File: config.mk
export PLATFORM = sky130hd
export DESIGN_NAME = camera_video_mux_demux
export DESIGN_NICKNAME = d
export VERILOG_FILES = /design/src/hdl/camera_mux_pkg.sv /design/src/hdl/sample_fifo.sv /design/src/hdl/camera_video_mux_demux.sv
export SDC_FILE = /design/constraint.sdc
export NUM_CORES = 1
export LEC_CHECK = 0
export BUFFER_PORTS_ARGS = -buffer_cell sky130_fd_sc_hd__buf_4
export CAP_MARGIN = 5
export CORE_UTILIZATION = 46
export DETAILED_ROUTE_END_ITERATION = 6
export PLACE_DENSITY_LB_ADDON = 0.1
export RECOVER_POWER = 100
export SLEW_MARGIN = 20
export SYNTH_ARGS = -nofsm -noshare
export SYNTH_HDL_FRONTEND = slang
export SYNTH_SLANG_ARGS = --single-unit
File: constraint.sdc
create_clock -name clock -period 3.16 [get_ports clock]
set_input_delay 0.474 -clock clock [delete_from_list [all_inputs] [get_ports clock]]
set_output_delay 0.474 -clock clock [all_outputs]
set_load 0.05 [all_outputs]
File: src/hdl/camera_mux_pkg.sv
package camera_mux_pkg;
    localparam int VID_W = 24;
    localparam int BANK_W = 6;
    localparam int DIP_W = 8;
    localparam int FIFO_DEPTH = 4;
    localparam int FIRST_W = 10;
    localparam int SECOND_W = 12;
    localparam int THIRD_W = 14;
    localparam int DESER_W = 12;
    localparam int FIRST_SHIFT = 2;
    localparam int SECOND_SHIFT = 4;
    localparam int THIRD_SHIFT = 4;
    localparam logic [3:0] CTRL_ADDR = 4'h0;
    localparam logic [3:0] STATUS_ADDR = 4'h4;
    localparam logic [3:0] DATA_ADDR = 4'h8;
    localparam logic [7:0] CTRL_RESET = 8'h00;
    localparam int CTL_IMAGER = 0;
    localparam int CTL_VIDEO = 2;
    localparam int CTL_BANK_A = 4;
    localparam int CTL_BANK_B = 5;
    localparam int CTL_BANK_C = 6;
    localparam int CTL_CAPTURE = 7;
    localparam int ST_MODE = 7;
    localparam int ST_VALID = 8;
    localparam int ST_OVERRUN = 9;
    localparam int ST_FULL = 10;
    localparam int DATA_VALID = 31;
    localparam int DIP_IMAGER = 0;
    localparam int DIP_VIDEO = 2;
    localparam int DIP_BANK_A = 4;
    localparam int DIP_BANK_B = 5;
    localparam int DIP_BANK_C = 6;
    localparam int DIP_MODE = 7;
    localparam logic [1:0] SRC_HDMI = 2'h0;
    localparam logic [1:0] SRC_IMAGER = 2'h1;
    localparam logic [1:0] SRC_DESER = 2'h2;
    localparam logic [1:0] SRC_OFF = 2'h3;
    localparam logic [1:0] IMG_FIRST = 2'h0;
    localparam logic [1:0] IMG_SECOND = 2'h1;
    localparam logic [1:0] IMG_THIRD = 2'h2;
    localparam logic [1:0] IMG_OFF = 2'h3;
    localparam int CAM1_VS = 0;
    localparam int EXTRA_VS = 0;
    localparam int EXTRA_D10 = 1;
    localparam int EXTRA_D11 = 2;
    localparam int CAM3_EXTRA = 0;
    localparam int CAM3_BIT0 = 2;
endpackage : camera_mux_pkg

File: src/hdl/sample_fifo.sv
`timescale 1ns/1ps
module sample_fifo #(
    parameter int WIDTH = 24,
    parameter int DEPTH = 4
) (
    input wire logic clock,
    input wire logic rst,
    input wire logic in_valid,
    output logic in_ready,
    input wire logic [WIDTH-1:0] in_data,
    output logic out_valid,
    input wire logic out_ready,
    output logic [WIDTH-1:0] out_data
);
    localparam int PTR_W = (DEPTH > 1) ? $clog2(DEPTH) : 1;
    localparam logic [PTR_W:0] FULL_COUNT = (PTR_W + 1)'(DEPTH);
    localparam logic [PTR_W-1:0] LAST_PTR = PTR_W'(DEPTH - 1);

    logic [WIDTH-1:0] store [DEPTH];
    logic [PTR_W-1:0] write_ptr;
    logic [PTR_W-1:0] read_ptr;
    logic [PTR_W:0] count;
    wire push = in_valid && in_ready;
    wire pop = out_valid && out_ready;

    assign in_ready = count != FULL_COUNT;
    assign out_valid = count != '0;
    assign out_data = store[read_ptr];

    always_ff @(posedge clock) begin
        if (push) begin
            store[write_ptr] <= in_data;
        end
    end

    always_ff @(posedge clock or posedge rst) begin
        if (rst) begin
            write_ptr <= '0;
            read_ptr <= '0;
            count <= '0;
        end else begin
            if (push) begin
                write_ptr <= (write_ptr == LAST_PTR) ? '0 : write_ptr + 1'b1;
            end
            if (pop) begin
                read_ptr <= (read_ptr == LAST_PTR) ? '0 : read_ptr + 1'b1;
            end
            count <= count + (PTR_W + 1)'(push) - (PTR_W + 1)'(pop);
        end
    end
endmodule : sample_fifo

File: src/hdl/camera_video_mux_demux.sv
// Notes on behaviour
// - each bank select steers six shared lines: high data, low alternates
// - bank A high: camera 6 bits 1-6; low: cam3/cam4 vsync, D10, D11
// - bank C high: camera 5 bits 1-6; low: cam1/cam2 vsync, D10, D11
// - source select: 00 HDMI, 01 imager, 10 cameras 1 and 3, 11 off
// - imager select: 00 first, 01 second, 10 third sensor, 11 off
// - mode switch picks DIP switch (0) or software controls (1)
// - manual: DIP 2-1 give imager select, DIP 4-3 give source select
// - manual: DIP 5, 6, 7 give bank A, B, C selects
// - bank B select also picks imager data mode: low shift, high straight
// - first type: shift gives 00 and bits 9-2, straight bits 9-0
// - second type: shift gives 0000 and bits 11-4, straight 11-0
// - third type: shift gives 0000 and bits 13-4, straight 13-0
// - split and source routing live in this logic to bound video delay
`timescale 1ns/1ps
module camera_video_mux_demux
    import camera_mux_pkg::*;
#(
    parameter int CAPTURE_DEPTH = FIFO_DEPTH
) (
    input wire logic clock,
    input wire logic rst,
    input wire logic cyc_i,
    input wire logic stb_i,
    input wire logic we_i,
    input wire logic [3:0] adr_i,
    input wire logic [3:0] sel_i,
    input wire logic [31:0] dat_i,
    output logic [31:0] dat_o,
    output logic ack_o,
    input wire logic [DIP_W-1:0] dip_switch,
    input wire logic [BANK_W-1:0] shared_bank_a,
    input wire logic [BANK_W-1:0] shared_bank_b,
    input wire logic [BANK_W-1:0] shared_bank_c,
    output logic [BANK_W-1:0] cam6_upper_bits,
    output logic [BANK_W-1:0] cam34_extra_bits,
    output logic [BANK_W-1:0] cam_bit0,
    output logic [BANK_W-1:0] cam_vertical_sync,
    output logic [BANK_W-1:0] cam5_upper_bits,
    output logic [BANK_W-1:0] cam12_extra_bits,
    input wire logic [9:1] cam1_mid_bits,
    input wire logic cam1_horizontal_sync,
    input wire logic cam1_pclk,
    input wire logic [9:1] cam3_mid_bits,
    input wire logic [VID_W-1:0] hdmi_data,
    input wire logic hdmi_horizontal_sync,
    input wire logic hdmi_vertical_sync,
    input wire logic hdmi_pclk,
    input wire logic [FIRST_W-1:0] first_data,
    input wire logic first_horizontal_sync,
    input wire logic first_vertical_sync,
    input wire logic first_pclk,
    input wire logic [SECOND_W-1:0] second_data,
    input wire logic second_horizontal_sync,
    input wire logic second_vertical_sync,
    input wire logic second_pclk,
    input wire logic [THIRD_W-1:0] third_data,
    input wire logic third_horizontal_sync,
    input wire logic third_vertical_sync,
    input wire logic third_pclk,
    output logic [VID_W-1:0] video_data,
    output logic video_horizontal_sync,
    output logic video_vertical_sync,
    output logic video_pclk,
    output logic video_out_en,
    output logic [1:0] imager_source_select,
    output logic [1:0] video_source_select,
    output logic bank_a_split_select,
    output logic bank_b_split_select,
    output logic bank_c_split_select
);
    function automatic logic pick(input logic software,
                                  input logic sw_bit,
                                  input logic dip_bit);
        return software ? sw_bit : dip_bit;
    endfunction : pick

    function automatic logic [BANK_W-1:0] split(input logic level,
                                                input logic want,
                                                input logic [BANK_W-1:0] v);
        return (level == want) ? v : '0;
    endfunction : split

    // synchronised DIP switch
    logic [DIP_W-1:0] dip_meta;
    logic [DIP_W-1:0] dip_sync;
    logic [7:0] ctrl;
    logic overrun;
    logic software_mode;

    always_ff @(posedge clock or posedge rst) begin
        if (rst) begin
            dip_meta <= '0;
            dip_sync <= '0;
        end else begin
            dip_meta <= dip_switch;
            dip_sync <= dip_meta;
        end
    end

    // select sources
    assign software_mode = dip_sync[DIP_MODE];
    generate
        for (genvar i = 0; i < 2; i++) begin : g_two_bit
            assign imager_source_select[i] = pick(software_mode,
                ctrl[CTL_IMAGER + i], dip_sync[DIP_IMAGER + i]);
            assign video_source_select[i] = pick(software_mode,
                ctrl[CTL_VIDEO + i], dip_sync[DIP_VIDEO + i]);
        end
    endgenerate
    assign bank_a_split_select = pick(software_mode, ctrl[CTL_BANK_A],
        dip_sync[DIP_BANK_A]);
    assign bank_b_split_select = pick(software_mode, ctrl[CTL_BANK_B],
        dip_sync[DIP_BANK_B]);
    assign bank_c_split_select = pick(software_mode, ctrl[CTL_BANK_C],
        dip_sync[DIP_BANK_C]);

    // shared line split, combinational
    assign cam6_upper_bits = split(bank_a_split_select, 1'b1,
        shared_bank_a);
    assign cam34_extra_bits = split(bank_a_split_select, 1'b0,
        shared_bank_a);
    assign cam_bit0 = split(bank_b_split_select, 1'b1,
        shared_bank_b);
    assign cam_vertical_sync = split(bank_b_split_select, 1'b0,
        shared_bank_b);
    assign cam5_upper_bits = split(bank_c_split_select, 1'b1,
        shared_bank_c);
    assign cam12_extra_bits = split(bank_c_split_select, 1'b0,
        shared_bank_c);

    // deserialized cameras 1 and 3 assembled into one word
    wire [DESER_W-1:0] cam1_word = {cam12_extra_bits[EXTRA_D11],
        cam12_extra_bits[EXTRA_D10], cam1_mid_bits, cam_bit0[0]};
    wire [DESER_W-1:0] cam3_word = {cam34_extra_bits[EXTRA_D11],
        cam34_extra_bits[EXTRA_D10], cam3_mid_bits, cam_bit0[CAM3_BIT0]};
    // vsync arrives on bank C in the 12-bit setup, on bank B otherwise
    wire cam1_vsync = bank_c_split_select ? cam_vertical_sync[CAM1_VS]
        : cam12_extra_bits[EXTRA_VS];

    // imager data mode
    wire straight = bank_b_split_select;
    wire [FIRST_W-1:0] first_word = straight ? first_data
        : first_data >> FIRST_SHIFT;
    wire [SECOND_W-1:0] second_word = straight ? second_data
        : second_data >> SECOND_SHIFT;
    wire [THIRD_W-1:0] third_word = straight ? third_data
        : third_data >> THIRD_SHIFT;

    // imager level
    logic [VID_W-1:0] imager_data;
    logic imager_hsync;
    logic imager_vsync;
    logic imager_pclk;
    always_comb begin
        imager_data = '0;
        imager_hsync = 1'b0;
        imager_vsync = 1'b0;
        imager_pclk = 1'b0;
        case (imager_source_select)
            IMG_FIRST: begin
                imager_data = VID_W'(first_word);
                imager_hsync = first_horizontal_sync;
                imager_vsync = first_vertical_sync;
                imager_pclk = first_pclk;
            end
            IMG_SECOND: begin
                imager_data = VID_W'(second_word);
                imager_hsync = second_horizontal_sync;
                imager_vsync = second_vertical_sync;
                imager_pclk = second_pclk;
            end
            IMG_THIRD: begin
                imager_data = VID_W'(third_word);
                imager_hsync = third_horizontal_sync;
                imager_vsync = third_vertical_sync;
                imager_pclk = third_pclk;
            end
            default: begin
                imager_data = '0;
            end
        endcase
    end

    // source level
    always_comb begin
        video_data = '0;
        video_horizontal_sync = 1'b0;
        video_vertical_sync = 1'b0;
        video_pclk = 1'b0;
        case (video_source_select)
            SRC_HDMI: begin
                video_data = hdmi_data;
                video_horizontal_sync = hdmi_horizontal_sync;
                video_vertical_sync = hdmi_vertical_sync;
                video_pclk = hdmi_pclk;
            end
            SRC_IMAGER: begin
                video_data = imager_data;
                video_horizontal_sync = imager_hsync;
                video_vertical_sync = imager_vsync;
                video_pclk = imager_pclk;
            end
            SRC_DESER: begin
                video_data = {cam3_word, cam1_word};
                video_horizontal_sync = cam1_horizontal_sync;
                video_vertical_sync = cam1_vsync;
                video_pclk = cam1_pclk;
            end
            default: begin
                video_data = '0;
            end
        endcase
    end
    assign video_out_en = (video_source_select != SRC_OFF)
        && !(video_source_select == SRC_IMAGER
        && imager_source_select == IMG_OFF);

    // capture monitor: samples the routed word at each pixel clock rise
    logic [VID_W-1:0] data_meta;
    logic [VID_W-1:0] data_sync;
    logic [2:0] pclk_meta;
    logic [2:0] pclk_sync;
    logic pclk_prev;
    always_ff @(posedge clock or posedge rst) begin
        if (rst) begin
            data_meta <= '0;
            data_sync <= '0;
            pclk_meta <= '0;
            pclk_sync <= '0;
            pclk_prev <= 1'b0;
        end else begin
            data_meta <= video_data;
            data_sync <= data_meta;
            pclk_meta <= {video_out_en, video_pclk, 1'b0};
            pclk_sync <= pclk_meta;
            pclk_prev <= pclk_sync[1];
        end
    end
    wire pclk_rise = pclk_sync[1] && !pclk_prev && pclk_sync[2];
    wire capture_push = pclk_rise && ctrl[CTL_CAPTURE];
    logic fifo_ready;
    logic fifo_valid;
    logic fifo_pop;
    logic [VID_W-1:0] fifo_data;

    sample_fifo #(
        .WIDTH(VID_W),
        .DEPTH(CAPTURE_DEPTH)
    ) u_capture (
        .clock(clock),
        .rst(rst),
        .in_valid(capture_push),
        .in_ready(fifo_ready),
        .in_data(data_sync),
        .out_valid(fifo_valid),
        .out_ready(fifo_pop),
        .out_data(fifo_data)
    );

    // wishbone slave, one wait state
    wire request = cyc_i && stb_i && !ack_o;
    wire hit_ctrl = adr_i == CTRL_ADDR;
    wire hit_status = adr_i == STATUS_ADDR;
    wire hit_data = adr_i == DATA_ADDR;
    wire ctrl_write = request && we_i && hit_ctrl && sel_i[0];
    wire overrun_clear = request && we_i && hit_status && sel_i[1]
        && dat_i[ST_OVERRUN];
    wire overrun_set = capture_push && !fifo_ready;
    assign fifo_pop = request && !we_i && hit_data;
    wire [31:0] status_word = 32'({fifo_ready == 1'b0, overrun,
        fifo_valid, software_mode, bank_c_split_select,
        bank_b_split_select, bank_a_split_select, video_source_select,
        imager_source_select});
    wire [31:0] data_word = {fifo_valid, 7'h00, fifo_data};
    wire [31:0] next_dat = hit_ctrl ? {24'h000000, ctrl}
        : hit_status ? status_word
        : hit_data ? data_word : 32'h00000000;

    always_ff @(posedge clock or posedge rst) begin
        if (rst) begin
            ack_o <= 1'b0;
            dat_o <= '0;
            ctrl <= CTRL_RESET;
            overrun <= 1'b0;
        end else begin
            ack_o <= request;
            dat_o <= (request && !we_i) ? next_dat : 32'h00000000;
            if (ctrl_write) begin
                ctrl <= dat_i[7:0];
            end
            // a new overrun wins over a clear in the same cycle
            overrun <= overrun_set || (overrun && !overrun_clear);
        end
    end
endmodule : camera_video_mux_demux

== Word-level counts from Yosys, hierarchy flattened ==
Memories as Yosys holds them, arrays and structs flattened.
Index checks and enable logic that the tools add are counted.

* Input port bits: 163
* Output and inout bits: 104
* Word-level logic and storage cells: 94
* Memories kept: 1
* Bits in registers: 118
* Memory bits (writable): 96

* Reduce and logical (&&, ||, !) cells: 30
* Add/subtract/negate cells: 4
* Equality and inequality tests: 11
* Muxes and demuxes: 33
* Bitwise logic cells: 1

{| class="wikitable"
|+ Memories
! name !! words !! bits a word !! rd ports !! clocked after Yosys merged registers in !! write ports !! RTL line !! source
|-
| u_capture.store || 4 || 24 || 1 || 0 || 1 || sample_fifo.sv:19 || <nowiki>logic [WIDTH-1:0] store [DEPTH];</nowiki>
|}

{| class="wikitable"
|+ Operators with widths
! kind !! count
|-
| $mux W32 || 4
|-
| $pmux W24 S3 || 1
|-
| $pmux W14 S3 || 1
|-
| $mux W6 || 6
|-
| $logic_and A1 B1 Y1 || 19
|-
| $pmux W1 S3 || 6
|-
| $mux W14 || 1
|-
| $mux W12 || 1
|-
| $eq A2 B2 Y1 const B || 5
|-
| $mux W1 || 10
|-
| $mux W10 || 1
|-
| $logic_not A1 Y1 || 6
|-
| $add A2 B1 Y2 const B || 2
|-
| $eq A2 B1 Y1 const B || 2
|-
| $eq A4 B3 Y1 const B || 1
|-
| $eq A4 B4 Y1 const B || 1
|-
| $logic_not A2 Y1 || 2
|-
| $logic_not A4 Y1 || 1
|-
| $mux W2 || 2
|-
| $add A3 B1 Y3 || 1
|-
| $ne A3 B3 Y1 const B || 1
|-
| $reduce_bool A3 Y1 || 1
|-
| $sub A3 B1 Y3 || 1
|-
| $ne A2 B2 Y1 const B || 1
|-
| 2 further kinds || 2
|}

== Logic depth before layout (Yosys ltp) ==
Gate-level depths: netlist of the first run.

* Depth in word-level cells: 9
* Depth in mapped cells: 11
* Mapped depth without buffers: 10

== Modules after synthesis ==
A second synthesis of the first run with hierarchy kept.

* Cells, all modules: 561
* Area total of the unflattened synthesis: 8,508.2 um2

{| class="wikitable"
|+ By module, submodules not included
! module !! sequential area each (um2) !! area an instance (um2) !! cells an instance !! times used
|-
| camera_video_mux_demux || 2,602.5 || 4,564.4 || 396 || 1
|-
| sample_fifo || 3,057.9 || 3,943.8 || 165 || 1
|}

== Worst setup path after synthesis of the first run ==
Ideal clock, no wire load.

* Kind: reg-to-output
* Start: register dip_sync[7]
* End: output video_data[8]
* Slack: -234 ps
* Data required time: 2,686 ps
* Path buffers: 1
* Stages on the path, launching flop included: 7
* Data arrival time: 2,920 ps
* Cells stage by stage: dfrtp_1 buf_4 mux2i_1 inv_1 mux2i_1 o22a_1 o31ai_1

* Longest elaborated chain between the ends: 4
* Elaborated cells on any way between the ends: 16
* Those cells by class: 4 x eq/ne; 10 x mux; 2 x reduce/logical

{| class="wikitable"
|+ RTL lines
! item !! RTL line !! source
|-
| start: declaration || camera_video_mux_demux.sv:86 || <nowiki>logic [DIP_W-1:0] dip_sync;</nowiki>
|-
| start signal: assignment || camera_video_mux_demux.sv:97 || <nowiki>dip_sync <= dip_meta;</nowiki>
|-
| $mux W1 * || camera_video_mux_demux.sv:75 || <nowiki>return software ? sw_bit : dip_bit;</nowiki>
|-
| via imager_source_select[0] || camera_video_mux_demux.sv:66 || <nowiki>output logic [1:0] imager_source_select,</nowiki>
|-
| $eq A2 B2 Y1, or another cell as far along || camera_video_mux_demux.sv:160 || <nowiki>case (imager_source_select)</nowiki>
|-
| $pmux W14 S3 * || camera_video_mux_demux.sv:160 ||
|-
| $pmux W24 S3 * || camera_video_mux_demux.sv:191 || <nowiki>case (video_source_select)</nowiki>
|-
| end: declaration || camera_video_mux_demux.sv:61 || <nowiki>output logic [VID_W-1:0] video_data,</nowiki>
|}

Mark *: on every way through the listed nets, which the timed path passes. The rest lies on a longest branch.

== Worst setup path in the final report of the first run ==
* Start: register dip_sync[7]
* End: output video_data[0]

* Longest elaborated chain between the ends: 4
* Elaborated cells on any way between the ends: 17
* Those cells by class: 4 x eq/ne; 11 x mux; 2 x reduce/logical

{| class="wikitable"
|+ RTL lines
! item !! RTL line
|-
| $mux W1 || camera_video_mux_demux.sv:75
|-
| $eq A2 B2 Y1, or another cell as far along || camera_video_mux_demux.sv:160
|-
| $pmux W14 S3 || camera_video_mux_demux.sv:160
|-
| $pmux W24 S3 * || camera_video_mux_demux.sv:191
|}

Mark *: on every way between the ends. The rest lies on a longest branch, timed or not.

==> key figures, run 1 <==
Setup path
  – Crit end category: output pin
  – CP Class: reg -> out
  – Crit Path Max Fanout: 12
  – Startpoint Class: flop
  – Crit-path cells: buf_4, and3b_1, nor2_2, o22ai_1, o311a_1, buf_4
  – CP top delay family: simple AND/OR/NAND/NOR gates
  – Worst path bufs/invs: 2
  – Slowest stage cell, crit path: dfrtp_2
  – Critical Path Most Common Cell: buf_4
  – Worst EP arrival: 2590 ps
  – CP max stage delay: 490 ps
  – WP data required: 2690 ps

Yosys
  – Synth warn: 0
  – Yosys top cell by area: edfxtp_1
  – Post-synth cell types: 56
  – Post-synth EDFFs: 96
  – Register area share after synthesis: 0.664
  – Synthesized area per cell: 14.6 sq um
  – Mapped Area: 8530 sq um
  – Top-area cell type share of the netlist area: 0.338
  – Prevailing post-synth register cell: dfrtp_1
  – Asr flop ratio synth: 0.536
  – Mapped Cells: 584
  – Synth area leaders: edfxtp_1 34%, dfrtp_1 33%, mux4_2 6.3%
  – Synth Register Bits: 207

Power
  – Clock Power Share: 0.367
  – Internal Power: 4.91 mW
  – Pleak: 4.98 nW
  – Switching part of the total: 0.265
  – Flop pwr share: 0.461
  – VDD IR-drop max: 321 uV
  – Net Sw Power: 1.77 mW
  – PwrDens: 590 nW/um^2
  – Comb pwr share: 0.173

Floorplanning
  – Die height: 138 um
  – IO Pins: 267
  – # rows: 49
  – Starting Density: 0.471
  – Die area: 19100 sq um
  – Die Wd: 138 um
  – Total core area: 18100 sq um

Timing
  – Fin crit period: 3060 ps
  – Final Hold Vio Count: 0
  – FMAX: 327 MHz
  – Setup TNS: 0 ps
  – Relative slew slack: -0.0271
  – Clock skew: 6.90 ps
  – Slew @ Worst Pin: 1540 ps
  – Period utilization: 0.969
  – Max Slew Vio Count: 31
  – Setup Viol. Count Final: 0

Job
  – Max Cap Viol: 1

Global routing
  – Vias in the first global route: 6108
  – Grt total ovfl: 0
  – Largest net degree at the start of global routing: 53
  – Initial antenna violation count: 0
  – Total GRT Usage: 0.234
  – First-pass GRT wire length: 34000 um

Cells and area
  – Fillcell total: 1392
  – Fin cells: 1088
  – Number of diodes: 0
  – Area Growth Syn to Fin: 32.8%
  – Share of cells above drive strength 1: 0.384
  – Layout Nets: 1015

Status
  – Status: finished, violations left
  – Failing checks: design-rule violations, max-capacitance violations, max-slew violations

Clock network
  – CTS Buf Count: 21
  – Clock Path Buffers: 3
  – Reg clk slew, reported paths: 60 ps
  – CTS HTree Levels: 1
  – Clk Latency, worst-skew pair: 490 ps
  – CTS root buffer: clkbuf_16
  – Clk sinks: 207
  – CTS tree: done

Drt
  – Vias per inst: 5.35
  – Antenna viol nets, final: 0
  – DRC violation count after routing: 10
  – Wire length per cell: 20.1 um
  – Drt initial violations: 325
  – Final WL: 21900 um
  – Via count: 5821
  – Pre-antenna DRT Iters: 7

Place
  – Dpl cells: 1044
  – HPWL Detailed: 16000 um
  – Port buffer count: 234
  – RD Place Congestion: 0.873

Worst hold path
  – Hold/Removal Path Class: in -> reg
==> cell families (layout without fill, tap and decap cells) <==
kind of cell,after synthesis,count (layout),synth area share
compound gates,95,95,0.0741
xor+xnor,2,2,0.00205
fa+ha+maj,8,8,0.0126
buf+inv,54,323,0.0304
flops,207,207,0.664
mux,68,68,0.122
other cells,1,7,0.000440
simple gates,149,149,0.0944
==> sequential cells by signal (all words and copies together) (netlist names), 2 cells and up <==
name,count
data_sync,24
u_capture.write_ptr,2
dip_sync,8
pclk_sync,2
pclk_meta,2
dip_meta,8
data_meta,24
ctrl,8
dat_o,25
u_capture.read_ptr,2
u_capture.store,96
u_capture.count,3
==> worst paths after layout <==
kind	cells past startpoint	endpoint	start	slack, ps
min in group asynchronous	3	data_meta[12]$_DFF_PP0_	rst	610
max reg2reg	10	u_capture.count[2]$_DFF_PP0_	ack_o$_DFF_PP0_	680
min reg2reg	0	data_sync[23]$_DFF_PP0_	data_meta[23]$_DFF_PP0_	340
max in group asynchronous	5	dip_sync[7]$_DFF_PP0_	rst	510
max	6	video_data[0]	dip_sync[7]$_DFF_PP0_	100
min	1	dip_meta[2]$_DFF_PP0_	dip_switch[2]	110
==> cell usage after synthesis (3+ instances only) <==
cell type	n
dfrtp_1	111
edfxtp_1	96
nand2_1	38
a21oi_1	32
and2_1	29
mux2i_1	29
mux4_2	24
nor2_1	23
inv_1	16
clkbuf_1	14
and3_1	13
o21ai_0	13
buf_2	12
nor2b_1	12
a22oi_1	10
nand3_1	10
o22ai_1	10
a22o_1	9
buf_4	9
mux2_4	8
ha_1	7
o311a_1	7
mux2_2	6
and3b_1	3
nor3b_1	3
o32ai_1	3
==> layout make-up <==
class,instances,area [sq um],area share
Sequential cell,207,5660,0.500
Multi-Input combinational cell,329,2680,0.237
Timing Repair Buffer,267,1930,0.171
Clock buffer,29,586,0.0517
Tap cell,229,287,0.0253
Clock inverter,9,98.8,0.00873
Inverter,18,72.6,0.00641
==> what timing repair did <==
action	in CTS	in global routing
buffers inserted	0	4
endpoints found under the setup margin	16	10
hold buffers	0	1
endpoints found under the hold margin	0	16
resized for setup	6	2
pin swaps	0	0
==> cell usage in the layout, fill, tap and decap left out, types with 3 or more instances in the layout <==
| cell type | n |
|---|---|
| buf_4 | 227 |
| dfrtp_1 | 109 |
| edfxtp_1 | 96 |
| nand2_1 | 38 |
| a21oi_1 | 32 |
| clkbuf_1 | 31 |
| and2_1 | 28 |
| mux2i_1 | 27 |
| mux4_2 | 24 |
| nor2_1 | 23 |
| clkbuf_16 | 21 |
| inv_1 | 15 |
| and3_1 | 13 |
| o21ai_0 | 12 |
| nor2b_1 | 12 |
| o22ai_1 | 10 |
| nand3_1 | 10 |
| a22o_1 | 9 |
| a22oi_1 | 9 |
| clkbuf_4 | 9 |
| mux2_4 | 8 |
| o311a_1 | 7 |
| ha_1 | 7 |
| conb_1 | 7 |
| mux2_2 | 6 |
| clkinv_2 | 4 |
| and3b_1 | 3 |
| nor3b_1 | 3 |
| o32ai_2 | 3 |
| clkbuf_8 | 3 |
==> stage by stage <==
| step | setup WS [ps] | utilization | cell area, sq um | hold slack (ps) | power, mW |
|---|---|---|---|---|---|
| floorplan | 171 | - | 8560 | 331 | 3.86 |
| global placement | 355 | 0.590 | 10700 | 332 | 4.26 |
| detailed placement | 320 | 0.590 | 10700 | 335 | 4.29 |
| CTS | 46.3 | 0.629 | 11400 | 66.2 | 6.75 |
| global route | -1.31 | 0.626 | 11300 | 90.7 | 6.96 |
| finish | 98.2 | 0.626 | 11300 | 107 | 6.68 |
==> power by group through the flow <==
stage	Clock [mW]	Sequential (mW)	Combinational, mW
after global placement	0	3.12	1.14
after floorplan	0	3.09	0.778
after detailed placement	0	3.13	1.16
after global routing	2.63	3.10	1.23
final	2.45	3.08	1.15
after CTS	2.50	3.08	1.16
==> metal layers <==
metal	routed length [um]	vias up	GRT usage
met5	0	-	0
met4	614	0	0.0869
met3	1350	44	0.0443
met2	11300	223	0.410
met1	8590	2895	0.289
li1	-	2659	-
No activity file was read; power rests on OpenSTA's default activity.
==> run 2, diff against run 1 <==
--- a/config.mk
+++ b/config.mk
@@ -5,10 +5,10 @@
 export SDC_FILE = /design/constraint.sdc
 export NUM_CORES = 1
 export LEC_CHECK = 0
-export BUFFER_PORTS_ARGS = -buffer_cell sky130_fd_sc_hd__buf_4
 export CAP_MARGIN = 5
-export CORE_UTILIZATION = 46
+export CORE_UTILIZATION = 50
 export DETAILED_ROUTE_END_ITERATION = 6
+export DONT_BUFFER_PORTS = 1
 export PLACE_DENSITY_LB_ADDON = 0.1
 export RECOVER_POWER = 100
 export SLEW_MARGIN = 20
==> run 2 against run 1 <==
  * The run ends with max-capacitance violations, max-slew violations, negative setup slack left
  * Cell area fell by 13%
  * Sequential cell count stayed put
  * Clock power fell by 2%
  * Critical path depth is 1 lower
  * Clock skew up 2.1 ps
  * First-iteration DRC count down 1.5%
  * Non-clock buffer count is 191 lower
  * Wire length decreased by 5.7%
  * Fmax is 6.4% lower
  * Critical endpoint is now video_pclk
  * Die area down 7.9%
  * Final cell count is 18% lower
==> key figures, run 2 (synthesis gave the netlist of run 1 again) <==
Floorplanning
  – # rows: 47 (-4.1%)
  – Die Wd: 133 um (-4.0%)
  – Die height: 133 um (-4.0%)
  – Total core area: 16600 sq um (-8.0%)
  – IO Pins: 267 (unchanged)
  – Die area: 17600 sq um (-7.9%)
  – Starting Density: 0.512 (+0.0409)

Power
  – VDD IR-drop max: 338 uV (+5.3%)
  – Total power draw: 6.46 mW (-3.3%)
  – Pleak: 4.01 nW (-19%)
  – PwrDens: 652 nW/um^2 (+11%)

Cells and area
  – Most frequent cells in the layout: 109 x dfrtp_1, 96 x edfxtp_1, 38 x nand2_1
  – Most flops, register: u_capture.store
  – Layout Nets: 825 (-19%)
  – Area Growth Syn to Fin: 16.2%
  – Max reg flops: 96 (unchanged)
  – Share of cells above drive strength 1: 0.196 (-0.189)
  – Number of diodes: 0 (unchanged)
  – Most common cell after layout, fill and taps aside: dfrtp_1
  – Top flop regs: u_capture.store: 96 flops, dat_o: 25 flops

Global routing
  – Total GRT Usage: 0.238 (+0.00466)
  – Largest net degree at the start of global routing: 60 (+13%)
  – Vias in the first global route: 5413 (-11%)
  – Initial antenna violation count: 0 (unchanged)
  – First-pass GRT wire length: 31300 um (-8.0%)
  – Grt total ovfl: 0 (unchanged)

Timing
  – RSZ-0062 raised after global routing: yes
  – Worst setup margin: -111 ps (-209 ps)
  – Setup TNS: -345 ps (-345 ps)
  – Relative slew slack: -0.00126 (+0.0258)
  – Final Hold Vio Count: 0 (unchanged)
  – Clock skew: 9.04 ps (+2.14 ps)
  – Period utilization: 1.04 (+0.0663)
  – Max Slew Vio Count: 59 (+90%)
  – Slew @ Worst Pin: 1500 ps (-38.7 ps)
  – FMAX: 306 MHz (-6.4%)
  – Setup Viol. Count Final: 7 (+7)
  – Fin crit period: 3270 ps (+209 ps)

Worst hold path
  – Hold/Removal Path Class: in -> reg

Setup path
  – Critical path depth: 5 (-1)
  – Crit end category: output pin
  – Crit-path cells: buf_4, a211oi_1, a21oi_1, or2_1, o22ai_1
  – R2R cell count: 10 (unchanged)
  – Crit Path Max Fanout: 16 (+4)
  – WP data required: 2690 ps (about the same)
  – Worst EP arrival: 2800 ps (+210 ps)
  – CP Class: reg -> out
  – CP top delay family: compound AO/OA/AOI/OAI gates
  – Slowest stage cell, crit path: o22ai_1
  – Reg2reg start: ack_o$_DFF_PP0_
  – CP max stage delay: 920 ps (+430 ps)
  – Worst path bufs/invs: 1 (-1)
  – Startpoint Class: flop
  – R2R setup slack: 400 ps (-280 ps)
  – Worst setup path end: video_pclk
  – Reg-to-Reg End: u_capture.count[2]$_DFF_PP0_
  – Setup crit start: dip_sync[7]$_DFF_PP0_

Place
  – HPWL Detailed: 15100 um (-5.6%)
  – RD Place Congestion: 0.896 (+2.6%)
  – Port buffer count: 0 (-100%)

Drt
  – DRC violation count after routing: 0 (-10)
  – Antenna viol nets, final: 0 (unchanged)
  – Drt initial violations: 320 (-1.5%)
  – Via count: 5162 (-11%)
  – Vias per inst: 5.80 (+8.4%)
  – Pre-antenna DRT Iters: 6 (-1)
  – Wire length per cell: 23.2 um (+15%)
  – Final WL: 20600 um (-5.7%)

Clock network
  – Clk sinks: 207 (unchanged)
  – CTS Buf Count: 22 (+4.8%)
  – Reg clk slew, reported paths: 60 ps (about the same)
  – CTS root buffer: clkbuf_16
  – Clk Latency, worst-skew pair: 500 ps (about the same)
  – CTS HTree Levels: 1 (unchanged)
  – CTS tree: done
  – Clock Path Buffers: 3 (unchanged)

Job
  – Max Cap Viol: 1 (unchanged)

Status
  – Failing checks: max-capacitance violations, max-slew violations, negative setup slack
  – Status: finished, violations left
[run 2: cell count changes in the layout (fill, tap and decap cells not counted), sizes merged]
cell / before / now
clkbuf: 64 / 58
dlymetal6s4s: 1 / 0
bufinv: 2 / 1
buf: 230 / 36
clkinv: 6 / 11
dlygate4sd3: 1 / 9
[run 2: repair_timing]
item,CTS,global route
cloned,0,0
buffers inserted,0,3
hold buffers,9,0
gates resized for setup,4,4
setup endpoints to repair,9,13
hold endpoints to repair,32,0
[run 2: per-stage QoR]
step | util | hold slack, ps | area [sq um] | worst slack [ps] | cells
6_report | 0.595 | 112 | 9900 | -111 | 890
5_1_grt | 0.595 | 98.1 | 9900 | -215 | 890
4_1_cts | 0.603 | 107 | 10000 | -132 | 887
3_5_place_dp | 0.555 | 335 | 9240 | 281 | 838
3_3_place_gp | 0.555 | 334 | 9240 | 338 | 838
2_1_floorplan | - | 331 | 8560 | 171 | 590
[run 2: how the worst min path moves through the flow]
stage | startpoint | to | slack, ps | depth (start not counted)
6_report | dat_i[3] | ctrl[3]$_DFFE_PP0P_ | 110 | 1
5_1_grt | dat_i[4] | ctrl[4]$_DFFE_PP0P_ | 100 | 1
4_1_cts | dat_i[1] | ctrl[1]$_DFFE_PP0P_ | 110 | 1
3_5_place_dp | data_meta[10]$_DFF_PP0_ | data_sync[10]$_DFF_PP0_ | 330 | 0
3_3_place_gp | data_meta[10]$_DFF_PP0_ | data_sync[10]$_DFF_PP0_ | 330 | 0
2_1_floorplan | data_meta[0]$_DFF_PP0_ | data_sync[0]$_DFF_PP0_ | 330 | 0
[run 2: cell type report]
type | instances | area, sq um
Fill cell | 1307 | 6740
Tap cell | 220 | 275
Clock inverter | 13 | 103
Multi-Input combinational cell | 329 | 2660
Sequential cell | 207 | 5660
Clock buffer | 27 | 589
Inverter | 18 | 72.6
Timing Repair Buffer | 76 | 541
[run 2: metal layers]
| layer | GRT usage | wire length [um] | vias to the layer above |
|---|---|---|---|
| li1 | - | - | 2288 |
| met4 | 0.0664 | 472 | 0 |
| met1 | 0.305 | 7900 | 2615 |
| met5 | 0 | 0 | - |
| met3 | 0.0414 | 1350 | 36 |
| met2 | 0.419 | 10900 | 223 |
[run 2: power breakdown]
| part | leakage [nW] | switching, mW | internal [mW] |
|---|---|---|---|
| sequential | 2.27 | 0.132 | 2.97 |
| combinational | 1.41 | 0.615 | 0.335 |
| clock | 0.336 | 1.00 | 1.41 |
| total | 4.01 | 1.75 | 4.71 |
==> run 3, diff against run 2 <==
==> constraint.sdc (replaced) <==
create_clock -name clock -period 3.3 [get_ports clock]
set_input_delay 0.495 -clock clock [delete_from_list [all_inputs] [get_ports clock]]
set_output_delay 0.495 -clock clock [all_outputs]
set_load 0.05 [all_outputs]
==> run 3 against run 2 <==
  * The run ends with max-capacitance violations, max-slew violations left
  * Utilization decreased by 0.65 points
  * Critical path depth is 1 higher
  * Die area unchanged
  * Sequential share of layout area up 0.62 points
  * Hold slack got worse by 82 ps
==> key figures, run 3 (synthesis gave the netlist of run 1 again) <==
Global routing
  – First-pass GRT wire length: 30700 um (-1.9%)
  – Vias in the first global route: 5184 (-4.2%)
  – Grt total ovfl: 0 (unchanged)
  – Initial antenna violation count: 0 (unchanged)
  – Total GRT Usage: 0.235 (-0.00296)
  – Largest net degree at the start of global routing: 88 (+47%)

Drt
  – Vias per inst: 5.84 (+0.62%)
  – DR WL met2: 11100 um (+1.3%)
  – M1 WL: 7670 um (-2.9%)
  – Final WL: 20400 um (-1.1%)
  – DRC violation count after routing: 0 (unchanged)
  – Pre-antenna DRT Iters: 4 (-2)
  – Via count: 5054 (-2.1%)
  – Metal3 WL: 1290 um (-4.5%)
  – Wire length per cell: 23.6 um (+1.7%)
  – Antenna viol nets, final: 0 (unchanged)
  – Drt initial violations: 329 (+2.8%)
  – Top sig layer: met4

Status
  – Status: finished, violations left
  – Failing checks: max-capacitance violations, max-slew violations

Cells and area
  – Fin cells: 866 (-2.7%)
  – Design area: 9800 sq um (-1.1%)
  – Top flop regs: u_capture.store: 96 flops, dat_o: 25 flops
  – Number of diodes: 0 (unchanged)
  – Fillcell total: 1312 (+0.38%)
  – Most common cell after layout, fill and taps aside: dfrtp_1
  – Most frequent cells in the layout: 110 x dfrtp_1, 96 x edfxtp_1, 38 x nand2_1
  – Layout Nets: 802 (-2.8%)
  – Area Growth Syn to Fin: 14.9%
  – Max reg flops: 96 (unchanged)
  – Share of cells above drive strength 1: 0.198 (+0.00262)
  – Most flops, register: u_capture.store

Timing
  – Final Hold Vio Count: 0 (unchanged)
  – Relative slew slack: -0.0848 (-0.0835)
  – Setup TNS: 0 ps (+345 ps)
  – Fin crit period: 3190 ps
  – Period utilization: 0.966
  – Setup Viol. Count Final: 0 (-7)
  – Max Slew Vio Count: 78 (+32%)
  – FMAX: 314 MHz
  – Slew @ Worst Pin: 1630 ps (+125 ps)
  – Clock skew: 12.7 ps (+3.69 ps)
  – RSZ-0062 raised after global routing: yes
  – Hold slack: 30.1 ps (-81.9 ps)

Floorplanning
  – # rows: 47 (unchanged)
  – Starting Density: 0.512 (unchanged)
  – IO Pins: 267 (unchanged)
  – Die area: 17600 sq um (unchanged)
  – Die Wd: 133 um (unchanged)
  – Total core area: 16600 sq um (unchanged)
  – Die height: 133 um (unchanged)

Setup path
  – Crit Path Max Fanout: 8 (-8)
  – CP top delay family: simple AND/OR/NAND/NOR gates
  – WP data required: 2800 ps (+110 ps)
  – Reg2reg start: u_capture.count[1]$_DFF_PP0_
  – Startpoint Class: flop
  – Worst EP arrival: 2690 ps (-110 ps)
  – R2R setup slack: 450 ps (+50 ps)
  – CP max stage delay: 510 ps (-410 ps)
  – Crit-path cells: buf_4, and3b_1, nor2_1, o22ai_1, o311a_1, buf_12
  – CP Class: reg -> out
  – Worst path bufs/invs: 2 (+1)
  – Slowest stage cell, crit path: dfrtp_2
  – Crit end category: output pin
  – R2R cell count: 5 (-5)
  – Reg-to-Reg End: u_capture.store[2][6]$_DFFE_PP_

Worst hold path
  – Hold path cells: 0 (-1)
  – Hold/Removal Path Class: in -> reg
  – Hold Path Sink: dip_meta[1]$_DFF_PP0_
  – Min-delay src: dip_switch[1]

Clock network
  – Clk sinks: 207 (unchanged)
  – CTS HTree Levels: 1 (unchanged)
  – CTS Buf Count: 21 (-4.5%)
  – CTS tree: done
  – Clk Latency, worst-skew pair: 500 ps (about the same)
  – Post-CTS setup buffers: 0 (unchanged)
  – CTS root buffer: clkbuf_16
  – Clock Path Buffers: 3 (unchanged)
  – Reg clk slew, reported paths: 60 ps (about the same)

Power
  – Pleak: 3.98 nW (-0.84%)
  – VDD IR-drop max: 315 uV (-6.9%)
  – PwrDens: 634 nW/um^2 (-2.8%)

Place
  – HPWL Detailed: 14700 um (-2.5%)
  – Dpl cells: 827 (-1.3%)
  – RD Place Congestion: 0.848 (-5.4%)
  – Post-Place Cell Area: 9160 sq um (-0.89%)
  – Port buffer count: 0 (unchanged)

Job
  – Max Cap Viol: 3 (+2)
==> run 3: cell count changes in the layout (fill, tap and decap cells not counted), moves of 4 or more <==
cell / delta
and2_0: -20
and2_1: +20
clkbuf_1: -4
clkbuf_2: -9
clkinv_1: -8
clkinv_2: +4
dlygate4sd3_1: -8
==> run 3: how the worst max path moves through the flow <==
stage                           from        endpoint  slack, ps  cells past startpoint
6_report       dip_sync[7]$_DFF_PP0_   video_data[6]        110                      6
5_1_grt        dip_sync[7]$_DFF_PP0_   video_data[0]        -20                      5
3_5_place_dp   dip_sync[7]$_DFF_PP0_   video_data[4]        340                      4
3_3_place_gp   dip_sync[7]$_DFF_PP0_   video_data[4]        350                      4
4_1_cts        dip_sync[7]$_DFF_PP0_  video_data[11]          6                      5
2_1_floorplan  dip_sync[7]$_DFF_PP0_  video_data[13]         30                      5
==> run 3: cell type report <==
type,instances,area [sq um],area share
repair buffers,54,393,0.0401
clock buffers,31,667,0.0681
well taps,220,275,0.0281
flip-flops and latches,207,5660,0.578
inverters,18,68.8,0.00702
clock inverters,7,43.8,0.00447
multi-input cells,329,2690,0.274
==> run 3: timing repair <==
action / in CTS / in global routing
hold buffers: 1 / 0
pin swaps: 0 / 0
endpoints found under the setup margin: 13 / 11
hold endpoints to repair: 24 / 0
gates resized for setup: 6 / 6
==> run 3: per-stage QoR <==
step / setup slack (ps) / utilization / power [mW]
3_5_place_dp: 336 / 0.550 / 3.93
3_3_place_gp: 351 / 0.550 / 3.90
5_1_grt: -22.5 / 0.589 / 6.44
6_report: 112 / 0.589 / 6.21
4_1_cts: 5.73 / 0.595 / 6.28
2_1_floorplan: 29.0 / - / 3.70
==> run 3: power by group <==
| part | internal, mW | leakage, nW | switching [mW] |
|---|---|---|---|
| Sequential | 2.84 | 2.27 | 0.149 |
| Clock | 1.41 | 0.357 | 0.936 |
| Combinational | 0.312 | 1.35 | 0.565 |
==> run 3: per-layer routing <==
| layer | track usage | vias to the layer above |
|---|---|---|
| met5 | 0 | - |
| met4 | 0.0690 | 0 |
| met3 | 0.0421 | 26 |
| met2 | 0.426 | 232 |
| met1 | 0.288 | 2566 |
| li1 | - | 2230 |
